**src/design/tpw_pkg.sv**
```systemverilog
// Package: constants, types and timing for the two-channel timer/PWM unit
package tpw_pkg;

  // ------------------------------------------------------------
  // Widths and encodings
  // ------------------------------------------------------------
  localparam int unsigned CNT_W     = 16;
  localparam int unsigned NUM_CH    = 2;
  localparam logic [15:0] CNT_RESET = 16'h0000;
  localparam logic [15:0] MOD_FREE0 = 16'h0000;
  localparam logic [15:0] MOD_FREE1 = 16'hffff;

  // Clock source codes
  localparam logic [1:0] CLK_OFF    = 2'h0;
  localparam logic [1:0] CLK_BUS    = 2'h1;
  localparam logic [1:0] CLK_UNUSED = 2'h2;
  localparam logic [1:0] CLK_XTAL   = 2'h3;

  // Channel mode codes (mode field of each channel)
  localparam logic [1:0] MODE_CAPT  = 2'h0;
  localparam logic [1:0] MODE_CMP   = 2'h1;
  localparam logic [1:0] MODE_EPWM  = 2'h2;

  // Edge / action codes share one 2-bit field
  localparam logic [1:0] EDGE_RISE  = 2'h1;
  localparam logic [1:0] EDGE_FALL  = 2'h2;
  localparam logic [1:0] EDGE_ANY   = 2'h3;
  localparam logic [1:0] ACT_TOGGLE = 2'h1;
  localparam logic [1:0] ACT_CLEAR  = 2'h2;
  localparam logic [1:0] ACT_SET    = 2'h3;

  // ------------------------------------------------------------
  // Timing
  // ------------------------------------------------------------
  localparam int unsigned CLK_HZ      = 20000000;
  localparam int unsigned XTAL_CLK_HZ = 500000;
  localparam int unsigned XTAL_CYC    = CLK_HZ / XTAL_CLK_HZ;  // period in clk_i cycles
  localparam logic [2:0]  PS_RESET    = 3'h0;

  // ------------------------------------------------------------
  // Carriers
  // ------------------------------------------------------------
  typedef struct packed {
    logic [1:0]  mode;     // capture / compare / edge pwm
    logic [1:0]  edge_act; // capture edge or compare action
    logic        pol_low;  // pwm low-true
    logic        ie;       // channel interrupt enable
    logic [15:0] value;    // compare / duty value
  } tpw_ch_cfg_t;

  typedef struct packed {
    logic [1:0] clk_sel;     // clk_select_hi, clk_select_lo
    logic [2:0] prescale;    // divide by 2**prescale
    logic       center_aligned_pwm;
    logic       ovf_ie;      // overflow interrupt enable
  } tpw_ctrl_t;

endpackage : tpw_pkg

```
**src/design/tpw_channel.sv**
```systemverilog
// Single timer channel: capture, compare, edge and center PWM
module tpw_channel
  import tpw_pkg::*;
(
  input  wire logic        clk_i,      // Bus clock
  input  wire logic        resetn_i,   // Async reset, active low
  input  wire tpw_ch_cfg_t cfg_i,      // Channel configuration
  input  wire logic        center_aligned_pwm_i,     // Center-aligned mode
  input  wire logic        tick_i,     // Counter advances this cycle
  input  wire logic        wrap_i,     // Counter period restarts
  input  wire logic [15:0] count_i,    // Current counter value
  input  wire logic        pin_i,      // Sampled channel input
  input  wire logic        flag_clr_i, // Software clears channel flag
  output logic             out_o,      // Channel output level
  output logic [15:0]      capt_o,     // Captured counter value
  output logic             flag_o,     // Channel event flag
  output logic             irq_o       // Channel interrupt
);

  logic        pin_d;
  logic        rise;
  logic        fall;
  logic        capt_hit;
  logic        match;
  logic [15:0] duty;

  // ------------------------------------------------------------
  // Edge detect and duty buffer
  // ------------------------------------------------------------
  assign rise     = pin_i & ~pin_d;
  assign fall     = ~pin_i & pin_d;
  assign capt_hit = (cfg_i.edge_act[0] & rise) | (cfg_i.edge_act[1] & fall);
  assign match    = tick_i && (count_i == cfg_i.value);

  always_ff @(posedge clk_i or negedge resetn_i) begin
    if (!resetn_i) begin
      pin_d <= 1'b0;
    end else begin
      pin_d <= pin_i;
    end
  end

  // Duty reloads only at period start so a pulse never glitches
  always_ff @(posedge clk_i or negedge resetn_i) begin
    if (!resetn_i) begin
      duty <= CNT_RESET;
    end else if (wrap_i) begin
      duty <= cfg_i.value;
    end
  end

  // ------------------------------------------------------------
  // Capture register
  // ------------------------------------------------------------
  always_ff @(posedge clk_i or negedge resetn_i) begin
    if (!resetn_i) begin
      capt_o <= CNT_RESET;
    end else if (!center_aligned_pwm_i && cfg_i.mode == MODE_CAPT && capt_hit) begin
      capt_o <= count_i;
    end
  end

  // ------------------------------------------------------------
  // Output level
  // ------------------------------------------------------------
  always_ff @(posedge clk_i or negedge resetn_i) begin
    if (!resetn_i) begin
      out_o <= 1'b0;
    end else if (center_aligned_pwm_i || cfg_i.mode == MODE_EPWM) begin
      // Active while count below duty, polarity applied last
      out_o <= (count_i < duty) ^ cfg_i.pol_low;
    end else if (cfg_i.mode == MODE_CMP && match) begin
      case (cfg_i.edge_act)
        ACT_TOGGLE: out_o <= ~out_o;
        ACT_CLEAR:  out_o <= 1'b0;
        ACT_SET:    out_o <= 1'b1;
        default:    out_o <= out_o;
      endcase
    end
  end

  // ------------------------------------------------------------
  // Event flag and interrupt; a new event beats the clear
  // ------------------------------------------------------------
  logic event_hit;
  assign event_hit = (center_aligned_pwm_i || cfg_i.mode != MODE_CAPT) ? match : capt_hit;

  always_ff @(posedge clk_i or negedge resetn_i) begin
    if (!resetn_i) begin
      flag_o <= 1'b0;
      irq_o  <= 1'b0;
    end else begin
      flag_o <= event_hit | (flag_o & ~flag_clr_i);
      irq_o  <= cfg_i.ie & (event_hit | (flag_o & ~flag_clr_i));
    end
  end

endmodule : tpw_channel

```
**src/design/tpw_timer.sv**
```systemverilog
// Top: two-channel timer/PWM unit with 16-bit counter and prescaler
// Notes on behaviour
// - Two channels, each capture, compare or PWM
// - Buffered center-aligned PWM on all channels
// - Clock select: off, bus, unused, crystal
// - Prescale divide 1 to 128 in powers
// - 16-bit counter, up or up/down
// - Modulo value sets counter upper limit
// - Interrupt per channel plus terminal count
// - Capture on rising, falling or any edge
// - Compare sets, clears or toggles output
// - PWM polarity high-true or low-true
// - External source is 500 kHz crystal clock
// - Route pin or slow oscillator to channel zero
// - Pins shared; unused pins keep other functions
// - Overflow flag: read-then-write-zero clear, overflow wins
// - Counter write resets; reading never disturbs
// - Modulo 0000 or ffff means free running
module tpw_timer
  import tpw_pkg::*;
(
  input  wire logic        clk_i,            // 20 MHz bus clock
  input  wire logic        resetn_i,         // Async reset, active low
  input  wire tpw_ctrl_t   ctrl_i,           // Global control fields
  input  wire logic [15:0] modulo_i,         // Counter modulo value
  input  wire tpw_ch_cfg_t ch0_cfg_i,        // Channel 0 configuration
  input  wire tpw_ch_cfg_t ch1_cfg_i,        // Channel 1 configuration
  input  wire logic        ch0_en_i,         // Channel 0 owns its pin
  input  wire logic        ch1_en_i,         // Channel 1 owns its pin
  input  wire logic        crystal_derived_clock_i, // 500 kHz crystal clock level
  input  wire logic        slow_oscillator_i,       // Slow oscillator level
  input  wire logic        slow_osc_route_sel_i,    // 1: slow osc to channel 0
  input  wire logic [1:0]  port_a_pins_hi_i,        // Pin levels in
  input  wire logic        count_wr_i,       // Write strobe to either counter byte
  input  wire logic        status_rd_i,      // Status register read strobe
  input  wire logic        ovf_wr0_i,        // Write of 0 to overflow flag
  input  wire logic [1:0]  ch_flag_clr_i,    // Channel flag clear strobes
  output logic [15:0]      count_value_o,    // Counter value
  output logic             overflow_flag_o,  // Overflow flag
  output logic             ovf_irq_o,        // Terminal count interrupt
  output logic [1:0]       ch_irq_o,         // Channel interrupts
  output logic [1:0]       ch_flag_o,        // Channel flags
  output logic [15:0]      ch0_capt_o,       // Channel 0 captured value
  output logic [15:0]      ch1_capt_o,       // Channel 1 captured value
  output logic [1:0]       port_a_pins_hi_o, // Pin drive levels
  output logic [1:0]       port_a_pins_hi_oe_n_o // Low while timer drives pin
);

  // ------------------------------------------------------------
  // Source select and prescaler
  // ------------------------------------------------------------
  logic        xtal_d;
  logic        src_tick;
  logic [6:0]  pre_cnt;
  logic        tick;
  logic        dir_down;
  logic        wrap;
  logic        free_run;
  logic [15:0] top;
  logic        arm;
  logic        ovf_set;
  logic [1:0]  ch_in;
  logic [1:0]  ch_out;

  // Prescale tap mask: divide by 2**ps
  function automatic logic [6:0] ps_mask(input logic [2:0] ps);
    ps_mask = 7'((8'h01 << ps) - 8'h01);
  endfunction : ps_mask

  // Crystal clock taken as level; rising edge is one tick
  always_ff @(posedge clk_i or negedge resetn_i) begin
    if (!resetn_i) begin
      xtal_d <= 1'b0;
    end else begin
      xtal_d <= crystal_derived_clock_i;
    end
  end

  always_comb begin
    case (ctrl_i.clk_sel)
      CLK_BUS:  src_tick = 1'b1;
      CLK_XTAL: src_tick = crystal_derived_clock_i & ~xtal_d;
      default:  src_tick = 1'b0;                                // Off or unused
    endcase
  end

  always_ff @(posedge clk_i or negedge resetn_i) begin
    if (!resetn_i) begin
      pre_cnt <= 7'h00;
    end else if (ctrl_i.clk_sel == CLK_OFF || count_wr_i) begin
      pre_cnt <= 7'h00;
    end else if (src_tick) begin
      pre_cnt <= ((pre_cnt & ps_mask(ctrl_i.prescale)) == ps_mask(ctrl_i.prescale))
                 ? 7'h00 : 7'(pre_cnt + 7'h01);
    end
  end

  assign tick = src_tick && ((pre_cnt & ps_mask(ctrl_i.prescale)) == ps_mask(ctrl_i.prescale));

  // ------------------------------------------------------------
  // Counter
  // ------------------------------------------------------------
  assign free_run = (modulo_i == MOD_FREE0) || (modulo_i == MOD_FREE1);
  assign top      = free_run ? MOD_FREE1 : modulo_i;
  // Up mode: wrap at top; center mode: turn at top marks overflow
  assign wrap     = tick && (ctrl_i.center_aligned_pwm
                    ? (!dir_down && count_value_o == top)
                    : (count_value_o == top));
  assign ovf_set  = wrap;

  always_ff @(posedge clk_i or negedge resetn_i) begin
    if (!resetn_i) begin
      count_value_o <= CNT_RESET;
      dir_down      <= 1'b0;
    end else if (count_wr_i) begin
      count_value_o <= CNT_RESET;  // Any data value resets
      dir_down      <= 1'b0;
    end else if (tick) begin
      if (!ctrl_i.center_aligned_pwm) begin
        dir_down      <= 1'b0;
        count_value_o <= wrap ? CNT_RESET : 16'(count_value_o + 16'h0001);
      end else if (!dir_down) begin
        if (count_value_o >= top) begin
          dir_down      <= 1'b1;
          count_value_o <= 16'(count_value_o - 16'h0001);
        end else begin
          count_value_o <= 16'(count_value_o + 16'h0001);
        end
      end else begin
        if (count_value_o == CNT_RESET || count_value_o == 16'h0001) begin
          dir_down <= 1'b0;
        end
        count_value_o <= (count_value_o == CNT_RESET) ? 16'h0001
                         : 16'(count_value_o - 16'h0001);
      end
    end
  end

  // ------------------------------------------------------------
  // Overflow flag: read arms, write of 0 clears, new overflow disarms
  // ------------------------------------------------------------
  always_ff @(posedge clk_i or negedge resetn_i) begin
    if (!resetn_i) begin
      overflow_flag_o <= 1'b0;
      arm             <= 1'b0;
      ovf_irq_o       <= 1'b0;
    end else begin
      if (ovf_set) begin
        overflow_flag_o <= 1'b1;   // Set beats clear
        arm             <= 1'b0;
      end else if (ovf_wr0_i && arm) begin
        overflow_flag_o <= 1'b0;
        arm             <= 1'b0;
      end else if (status_rd_i && overflow_flag_o) begin
        arm <= 1'b1;
      end
      ovf_irq_o <= ctrl_i.ovf_ie & (ovf_set | (overflow_flag_o & ~(ovf_wr0_i & arm)));
    end
  end

  // ------------------------------------------------------------
  // Channels and pin sharing
  // ------------------------------------------------------------
  assign ch_in[0] = slow_osc_route_sel_i ? slow_oscillator_i : port_a_pins_hi_i[0];
  assign ch_in[1] = port_a_pins_hi_i[1];

  tpw_channel u_ch0 (
    .clk_i      (clk_i),
    .resetn_i   (resetn_i),
    .cfg_i      (ch0_cfg_i),
    .center_aligned_pwm_i     (ctrl_i.center_aligned_pwm),
    .tick_i     (tick),
    .wrap_i     (wrap),
    .count_i    (count_value_o),
    .pin_i      (ch_in[0]),
    .flag_clr_i (ch_flag_clr_i[0]),
    .out_o      (ch_out[0]),
    .capt_o     (ch0_capt_o),
    .flag_o     (ch_flag_o[0]),
    .irq_o      (ch_irq_o[0])
  );

  tpw_channel u_ch1 (
    .clk_i      (clk_i),
    .resetn_i   (resetn_i),
    .cfg_i      (ch1_cfg_i),
    .center_aligned_pwm_i     (ctrl_i.center_aligned_pwm),
    .tick_i     (tick),
    .wrap_i     (wrap),
    .count_i    (count_value_o),
    .pin_i      (ch_in[1]),
    .flag_clr_i (ch_flag_clr_i[1]),
    .out_o      (ch_out[1]),
    .capt_o     (ch1_capt_o),
    .flag_o     (ch_flag_o[1]),
    .irq_o      (ch_irq_o[1])
  );

  // Drive a pin only when the channel owns it and is an output
  always_ff @(posedge clk_i or negedge resetn_i) begin
    if (!resetn_i) begin
      port_a_pins_hi_o      <= 2'h0;
      port_a_pins_hi_oe_n_o <= 2'h3;
    end else begin
      port_a_pins_hi_o         <= ch_out;
      port_a_pins_hi_oe_n_o[0] <= ~(ch0_en_i && ctrl_i.clk_sel != CLK_OFF &&
                                  (ctrl_i.center_aligned_pwm || ch0_cfg_i.mode != MODE_CAPT));
      port_a_pins_hi_oe_n_o[1] <= ~(ch1_en_i && ctrl_i.clk_sel != CLK_OFF &&
                                  (ctrl_i.center_aligned_pwm || ch1_cfg_i.mode != MODE_CAPT));
    end
  end
endmodule : tpw_timer

```
**config.mk**
```make
export PLATFORM = sky130hd
export DESIGN_NAME = tpw_timer
export DESIGN_NICKNAME = d
export VERILOG_FILES = /design/src/design/tpw_pkg.sv /design/src/design/tpw_channel.sv /design/src/design/tpw_timer.sv
export SDC_FILE = /design/constraint.sdc
export NUM_CORES = 1
export LEC_CHECK = 0
export ABC_AREA = 1
export BUFFER_PORTS_ARGS = -buffer_cell sky130_fd_sc_hd__buf_2
export CAP_MARGIN = 30
export CORE_ASPECT_RATIO = 1.75
export CORE_UTILIZATION = 50
export DETAILED_ROUTE_END_ITERATION = 12
export PLACE_DENSITY = 0.73
export SKIP_CTS_REPAIR_TIMING = 1
export SLEW_MARGIN = 20
export SYNTH_ARGS = -nofsm -noshare
export SYNTH_HDL_FRONTEND = slang
export SYNTH_SLANG_ARGS = --single-unit
```
**constraint.sdc**
```tcl
create_clock -name clk_i -period 2.5 [get_ports clk_i]
set_input_delay 0.375 -clock clk_i [delete_from_list [all_inputs] [get_ports clk_i]]
set_output_delay 0.375 -clock clk_i [all_outputs]
set_load 0.005 [all_outputs]
```
; After elaboration in Yosys (flattened, before gate mapping)
; Cells that the tools add are included.
[totals]
memories = 0
latch_bits = 0
romBits = 0
output_inout_bits = 58
reg_bits = 104
input_bits = 81
mem_bits_rw = 0
elab_cells = 160
[op_classes]
addsub = 4
n_lt_le_gt_ge = 3
n_div = 0
mul = 0
reduce_logical = 44
n_bitwise = 36
eq_ne = 18
shifts = 1
n_mux = 33
[ops]
columns = operator, n
row1 = 2-to-1 mux 16 bit, 8
row2 = == test 16 bit, 3
row3 = zero test 16 bit, 2
row4 = < comparator 16 bit, 2
row5 = 2-to-1 mux 7 bit, 3
row6 = 2-to-1 mux 1 bit, 19
row7 = logical AND 1 bit, 17
row8 = "adder 16 x 1 -> 16 bit, second input constant", 1
row9 = AND 1 bit, 16
row10 = "== test 16 x 1 -> 1 bit, second input constant", 1
row11 = "== test 16 bit, second input constant", 1
row12 = >= comparator 16 bit, 1
row13 = nonzero test 2 bit, 8
row14 = "subtractor 16 x 1 -> 16 bit, second input constant", 1
row15 = "== test 2 bit, second input constant", 7
row16 = NOT 1 bit, 12
row17 = "== test 2 x 1 -> 1 bit, second input constant", 5
row18 = nonzero test 4 bit, 2
row19 = "adder 7 x 1 -> 7 bit, second input constant", 1
row20 = AND 7 bit, 1
row21 = == test 7 bit, 1
row22 = logical OR 1 bit, 7
row23 = "<< shifter 1 x 3 -> 7 bit, first input constant", 1
row24 = "subtractor 7 x 1 -> 7 bit, second input constant", 1
row25 = 8 further kinds, 18

; Depth between registers and ports, before layout
[depth]
depth_word = 11
depth_mapped = 21
ltp_nobuf = 21

; Modules after synthesis
; A second synthesis with hierarchy kept.
[hier_totals]
cells_unflattened = 1033
hier_area_um2 = 7445.9
[by_module_without_submodules]
columns = mod, cells_per_inst, area_per_inst_um2, instances, seq_area_each_um2
row1 = tpw_timer, 473, 3119.2, 1, 803.3
row2 = tpw_channel at u_ch0, 294, 2182.1, 1, 900.9
row3 = tpw_channel at u_ch1, 266, 2144.6, 1, 900.9

; Worst setup path after synthesis
; Ideal clock, no wire load.
[synth_timing]
path_kind = input to register
startpoint = input modulo_i[7]
endpoint = register count_value_o[8]
required_time_ns = 2.384
t_arrival_ns = 2.618
setup_slack_ns = -0.235
path_buffers = 2
setup_time_ns = 0.116
cell_stages = 17
path_cell_list = nand4_1 > o41ai_2 > buf_2 > nor2_1 > ha_1 > nand2_1 > nor2_2 > nand4_4 > nand3_2 > nor2_4 > nand3_4 > nand2_2 > buf_6 > nand2_1 > o21ai_1 > nand2_1 > nand2_1
[synth_via]
elab_chain_cells = 11
word_cells_on_any_way = 15
classes_between = order compare (1) / eq/ne (2) / mux (8) / reduce/logical (4)
[synth_rtl]
columns = item, line_no
row1 = from (decl), tpw_timer.sv:25  ; input wire logic [15:0] modulo_i,
row2 = == test 16 bit / zero test 16 bit (equally long branches), tpw_timer.sv:103  ; assign free_run = (modulo_i == MOD_FREE0) || (modulo_i == MOD_FREE1);
row3 = logical OR 1 bit, tpw_timer.sv:103
row4 = 2-to-1 mux 16 bit *, tpw_timer.sv:104  ; assign top = free_run ? MOD_FREE1 : modulo_i;
row5 = "parallel branches: the longest is 5 deep, another holds >= comparator 16 bit", --
row6 = 2-to-1 mux 16 bit *, tpw_timer.sv:119  ; if (!ctrl_i.center_aligned_pwm) begin
row7 = 2-to-1 mux 16 bit *, tpw_timer.sv:118  ; end else if (tick) begin
row8 = 2-to-1 mux 16 bit *, tpw_timer.sv:115  ; end else if (count_wr_i) begin
row9 = to (signal assigned), tpw_timer.sv:121  ; count_value_o <= wrap ? CNT_RESET : 16'(count_value_o + 16'h0001);
row10 = to (signal assigned), tpw_timer.sv:125  ; count_value_o <= 16'(count_value_o - 16'h0001);
row11 = to (signal assigned), tpw_timer.sv:127  ; count_value_o <= 16'(count_value_o + 16'h0001);
row12 = to (decl), tpw_timer.sv:38  ; output logic [15:0] count_value_o,
; Mark *: on every way between the ends. The select of a mux whose other input is x is not followed.
; A chain may end at the register's enable or synchronous reset.

; Worst setup path in the final report
[layout_timing]
startpoint = input modulo_i[8]
endpoint = register count_value_o[1]
; Same word-level chain as after synthesis.

==> impl_metrics.sql <==
INSERT INTO impl_metrics (metric_group, metric, value, unit) VALUES
('outcome', 'status', 'complete, but fails checks', ''),
('outcome', 'violations', 'setup timing', ''),
('route', 'wl_met1', '8630', 'um'),
('setup_path', 'critical_path_capture_point_type', 'register', ''),
('floorplan', 'die_area', '15100', 'um^2'),
('placement', 'dp.cells', '1315', ''),
('cts', 'path_clk_slew', '0.07', 'ns'),
('floorplan', 'die_w', '93.2', 'um'),
('timing', 'final_hold_viol_count', '0', ''),
('cells_and_area', 'antenna_cells_inserted', '0', ''),
('placement', 'place_worst_setup_slack', '-0.812', 'ns'),
('route', 'totalWireLength', '23100', 'um'),
('logic_synthesis', 'synthesis.area_per_instance', '7.49', 'um^2'),
('cts', 'clkLatencyLatePin', '0.35', 'ns'),
('logic_synthesis', 'mappedNetlistArea', '7280', 'um^2'),
('cts', 'numCtsBuffers', '9', ''),
('timing', 'max_slew.worst_pin.slew', '0.641', 'ns'),
('timing', 'fin_setup_tns', '-12.22', 'ns'),
('route', 'vias', '7276', ''),
('route', 'maxUsedRoutingLayer', 'met4', ''),
('cts', 'clock_tree.buffer_depth', '2', ''),
('logic_synthesis', 'synthesis.instances', '972', ''),
('cells_and_area', 'final_cells', '1341', ''),
('placement', 'gp_routability_congestion', '1.02', ''),
('global_route', 'grt_use_total', '29.7', '%'),
('timing', 'maxSlewHeadroom', '56.8', '%'),
('global_route', 'wire_length_of_the_first_global_routing_pass', '34200', 'um'),
('cts', 'clock_sinks', '104', ''),
('timing', 'hold-worst-slack', '0.142', 'ns'),
('power', 'power.density', '380', 'nW/um^2'),
('global_route', 'grt_antenna_before_repair', '0', ''),
('power', 'total_power', '3.51', 'mW'),
('route', 'route.met2.wl', '12100', 'um'),
('route', 'ant_nets', '0', ''),
('global_route', 'vias_in_the_first_global_route', '6863', ''),
('cts', 'cts_root_buf', 'sky130_fd_sc_hd__clkbuf_16', ''),
('cells_and_area', 'layout.cell_area.non_filler', '9250', 'um^2'),
('logic_synthesis', 'netlist-cell-type-count', '55', ''),
('setup_path', 'largest_driver_fanout_on_the_critical_path', '7', ''),
('placement', 'io_buffer_count', '138', ''),
('logic_synthesis', 'ys.flop_type', 'sky130_fd_sc_hd__dfrtp_1', ''),
('logic_synthesis', 'yosys_warnings', '0', ''),
('setup_path', 'critPathKind', 'primary input to register', ''),
('timing', 'clock_skew', '0.0117', 'ns'),
('route', 'first_iter_violations', '418', ''),
('route', 'met3RoutedLength', '1060', 'um'),
('route', 'wl_per_cell', '17.2', 'um'),
('timing', 'grt_setup_unrepaired', 'yes', ''),
('cells_and_area', 'final_util', '64.7', '%'),
('timing', 'fin_crit_sh', '114', '%'),
('floorplan', 'pin_count', '139', ''),
('min_path', 'hold_crit_path_type', 'primary input to register', ''),
('cells_and_area', 'layout-drive-gt1-share', '29.5', '%'),
('route', 'first_pass_iters', '5', ''),
('floorplan', 'start_util', '50.9', '%'),
('logic_synthesis', 'ys_async_sr_fraction', '100', '%'),
('logic_synthesis', 'synth_edf_count', '0', ''),
('cts', 'tritoncts', 'built', ''),
('timing', 'setup_viol_count_final', '52', ''),
('setup_path', 'critPathArrivalTime', '3.09', 'ns'),
('power', 'ir_drop', '0.409', 'mV'),
('timing', 'timing.fmax', '351', 'MHz'),
('floorplan', 'dieHeight', '162', 'um'),
('logic_synthesis', 'synth_fp_nets', '1104', ''),
('setup_path', 'critPathRequiredTime', '2.74', 'ns'),
('setup_path', 'setup.worst_path.start_class', 'primary input', ''),
('cells_and_area', 'area.growth.synth_to_final', '27.0', '%'),
('floorplan', 'fp-row-count', '58', ''),
('cells_and_area', 'layout.nets', '1288', ''),
('timing', 'finalWorstSetupSlack', '-0.349', 'ns'),
('logic_synthesis', 'ys_seq_area_share', '35.8', '%'),
('run', 'max-cap-violations', '0', ''),
('logic_synthesis', 'ys_seq_elements', '104', ''),
('placement', 'detailed_place.area', '8460', 'um^2'),
('floorplan', 'design.core.area', '14300', 'um^2'),
('global_route', 'gr-total-overflow', '0', ''),
('cts', 'htree_levels', '3', ''),
('timing', 'min_cycle_time_layout', '2.85', 'ns'),
('route', 'drc', '0', ''),
('placement', 'hpwlAfterDp', '17200', 'um'),
('route', 'post_drt_via_cell_ratio', '5.43', ''),
('power', 'power_leakage', '4.97', 'nW'),
('timing', 'timing_max_transition_violations_final', '0', ''),
('global_route', 'largest_net_degree_at_the_start_of_global_routing', '45', '');
==> final cells by class <==
| type | instances | area [um^2] |
|---|---|---|
| inverter | 131 | 509 |
| tap | 180 | 225 |
| fill | 1250 | 5050 |
| clock inverter | 5 | 40.0 |
| clock buffer | 11 | 233 |
| timing repair buffer | 207 | 1300 |
| multi-input combinational | 703 | 4340 |
| sequential | 104 | 2610 |
==> synthesized netlist by cell type (all sizes together) (2+ instances only) <==
library cell	instances	area share (%)
dfstp	2	0.72
xnor2	2	0.24
a21boi	2	0.21
clkbuf	6	0.33
nand3b	2	0.21
inv	127	6.7
ha	51	8.8
nand2	291	15
nand4	33	3.0
or2	4	0.34
buf	28	2.9
nor3	13	1.0
xor2	25	3.1
o211ai	2	0.21
nor4	6	0.93
dfrtp	102	35
nand3	46	4.0
a211oi	2	0.21
a21oi	36	2.6
o21ai	98	6.8
o21bai	3	0.31
clkinv	4	0.24
nor2	77	5.4
==> cells by family after synthesis <==
group / count (synthesis) / synth area share (%)
compound gates: 150 / 11.3
buf+inv: 165 / 10.1
mux: 1 / 0.155
xor+xnor: 27 / 3.35
simple gates: 474 / 30.5
fa+ha+maj: 51 / 8.77
flops: 104 / 35.8
==> state kept, by name (all words and copies together) (netlist names) <==
register               cells
dir_down                   1
u_ch0.duty                16
arm                        1
u_ch1.flag_o               1
port_a_pins_hi_o           2
u_ch1.out_o                1
overflow_flag_o            1
port_a_pins_hi_oe_n_o      2
u_ch0.out_o                1
u_ch1.pin_d                1
u_ch0.irq_o                1
u_ch0.flag_o               1
u_ch1.duty                16
u_ch1.capt_o              16
ovf_irq_o                  1
count_value_o             16
pre_cnt                    7
u_ch0.pin_d                1
u_ch0.capt_o              16
u_ch1.irq_o                1
xtal_d                     1
==> routing by layer <==
layer	track usage [%]	vias up
met5	0	-
met2	52.9	275
met3	3.15	81
met4	17.6	0
li1	-	3502
met1	33.6	3418
==> final timing paths <==
path,startpoint,to,depth (start not counted),slack (ns)
max in group asynchronous,resetn_i,u_ch0.capt_o[10],3,1.34
max reg2reg,count_value_o[11],u_ch1.out_o,13,0.28
max,modulo_i[8],count_value_o[1],21,-0.35
min reg2reg,u_ch0.out_o,port_a_pins_hi_o[0],0,0.41
min in group asynchronous,resetn_i,u_ch1.duty[2],2,0.47
min,crystal_derived_clock_i,xtal_d,1,0.14
==> worst max-delay path, stage by stage <==
cell,delay (ns)
sky130_fd_sc_hd__buf_2,0.11
sky130_fd_sc_hd__buf_4,0.14
sky130_fd_sc_hd__nor4_4,0.33
sky130_fd_sc_hd__nand4_1,0.22
sky130_fd_sc_hd__o41ai_4,0.12
sky130_fd_sc_hd__buf_6,0.21
sky130_fd_sc_hd__nor2_1,0.07
sky130_fd_sc_hd__ha_1,0.29
sky130_fd_sc_hd__nand2_2,0.10
sky130_fd_sc_hd__inv_2,0.05
sky130_fd_sc_hd__nand2_2,0.07
sky130_fd_sc_hd__nand2_2,0.07
sky130_fd_sc_hd__nand2_2,0.08
sky130_fd_sc_hd__nand3_2,0.09
sky130_fd_sc_hd__nor2_4,0.16
sky130_fd_sc_hd__nand3_4,0.11
sky130_fd_sc_hd__nand2_4,0.12
sky130_fd_sc_hd__buf_6,0.12
sky130_fd_sc_hd__nor2_2,0.04
sky130_fd_sc_hd__o21ai_1,0.13
sky130_fd_sc_hd__nand2_1,0.06
==> layout by cell type (no fill, tap or decap), drive strengths merged <==
cell type	count
a211oi	2
a21boi	2
a21o	1
a21oi	36
a31oi	1
a32o	1
and2	1
buf	206
clkbuf	11
clkinv	3
clkinvlp	3
dfrtp	102
dfstp	2
dlygate4sd3	1
ha	51
inv	130
mux2	1
nand2	291
nand3	46
nand3b	2
nand4	33
nor2	77
nor3	13
nor3b	1
nor4	6
o211a	1
o211ai	2
o21a	1
o21ai	98
o21bai	3
o22ai	1
o41ai	1
or2	4
xnor2	2
xor2	25
==> where the power goes <==
group          internal [mW]  leakage, nW  switching (mW)
Combinational          0.179         3.44           0.259
Sequential              1.71         1.40          0.0171
Clock                  0.685        0.123           0.659
No activity file was read; power rests on OpenSTA's default activity.
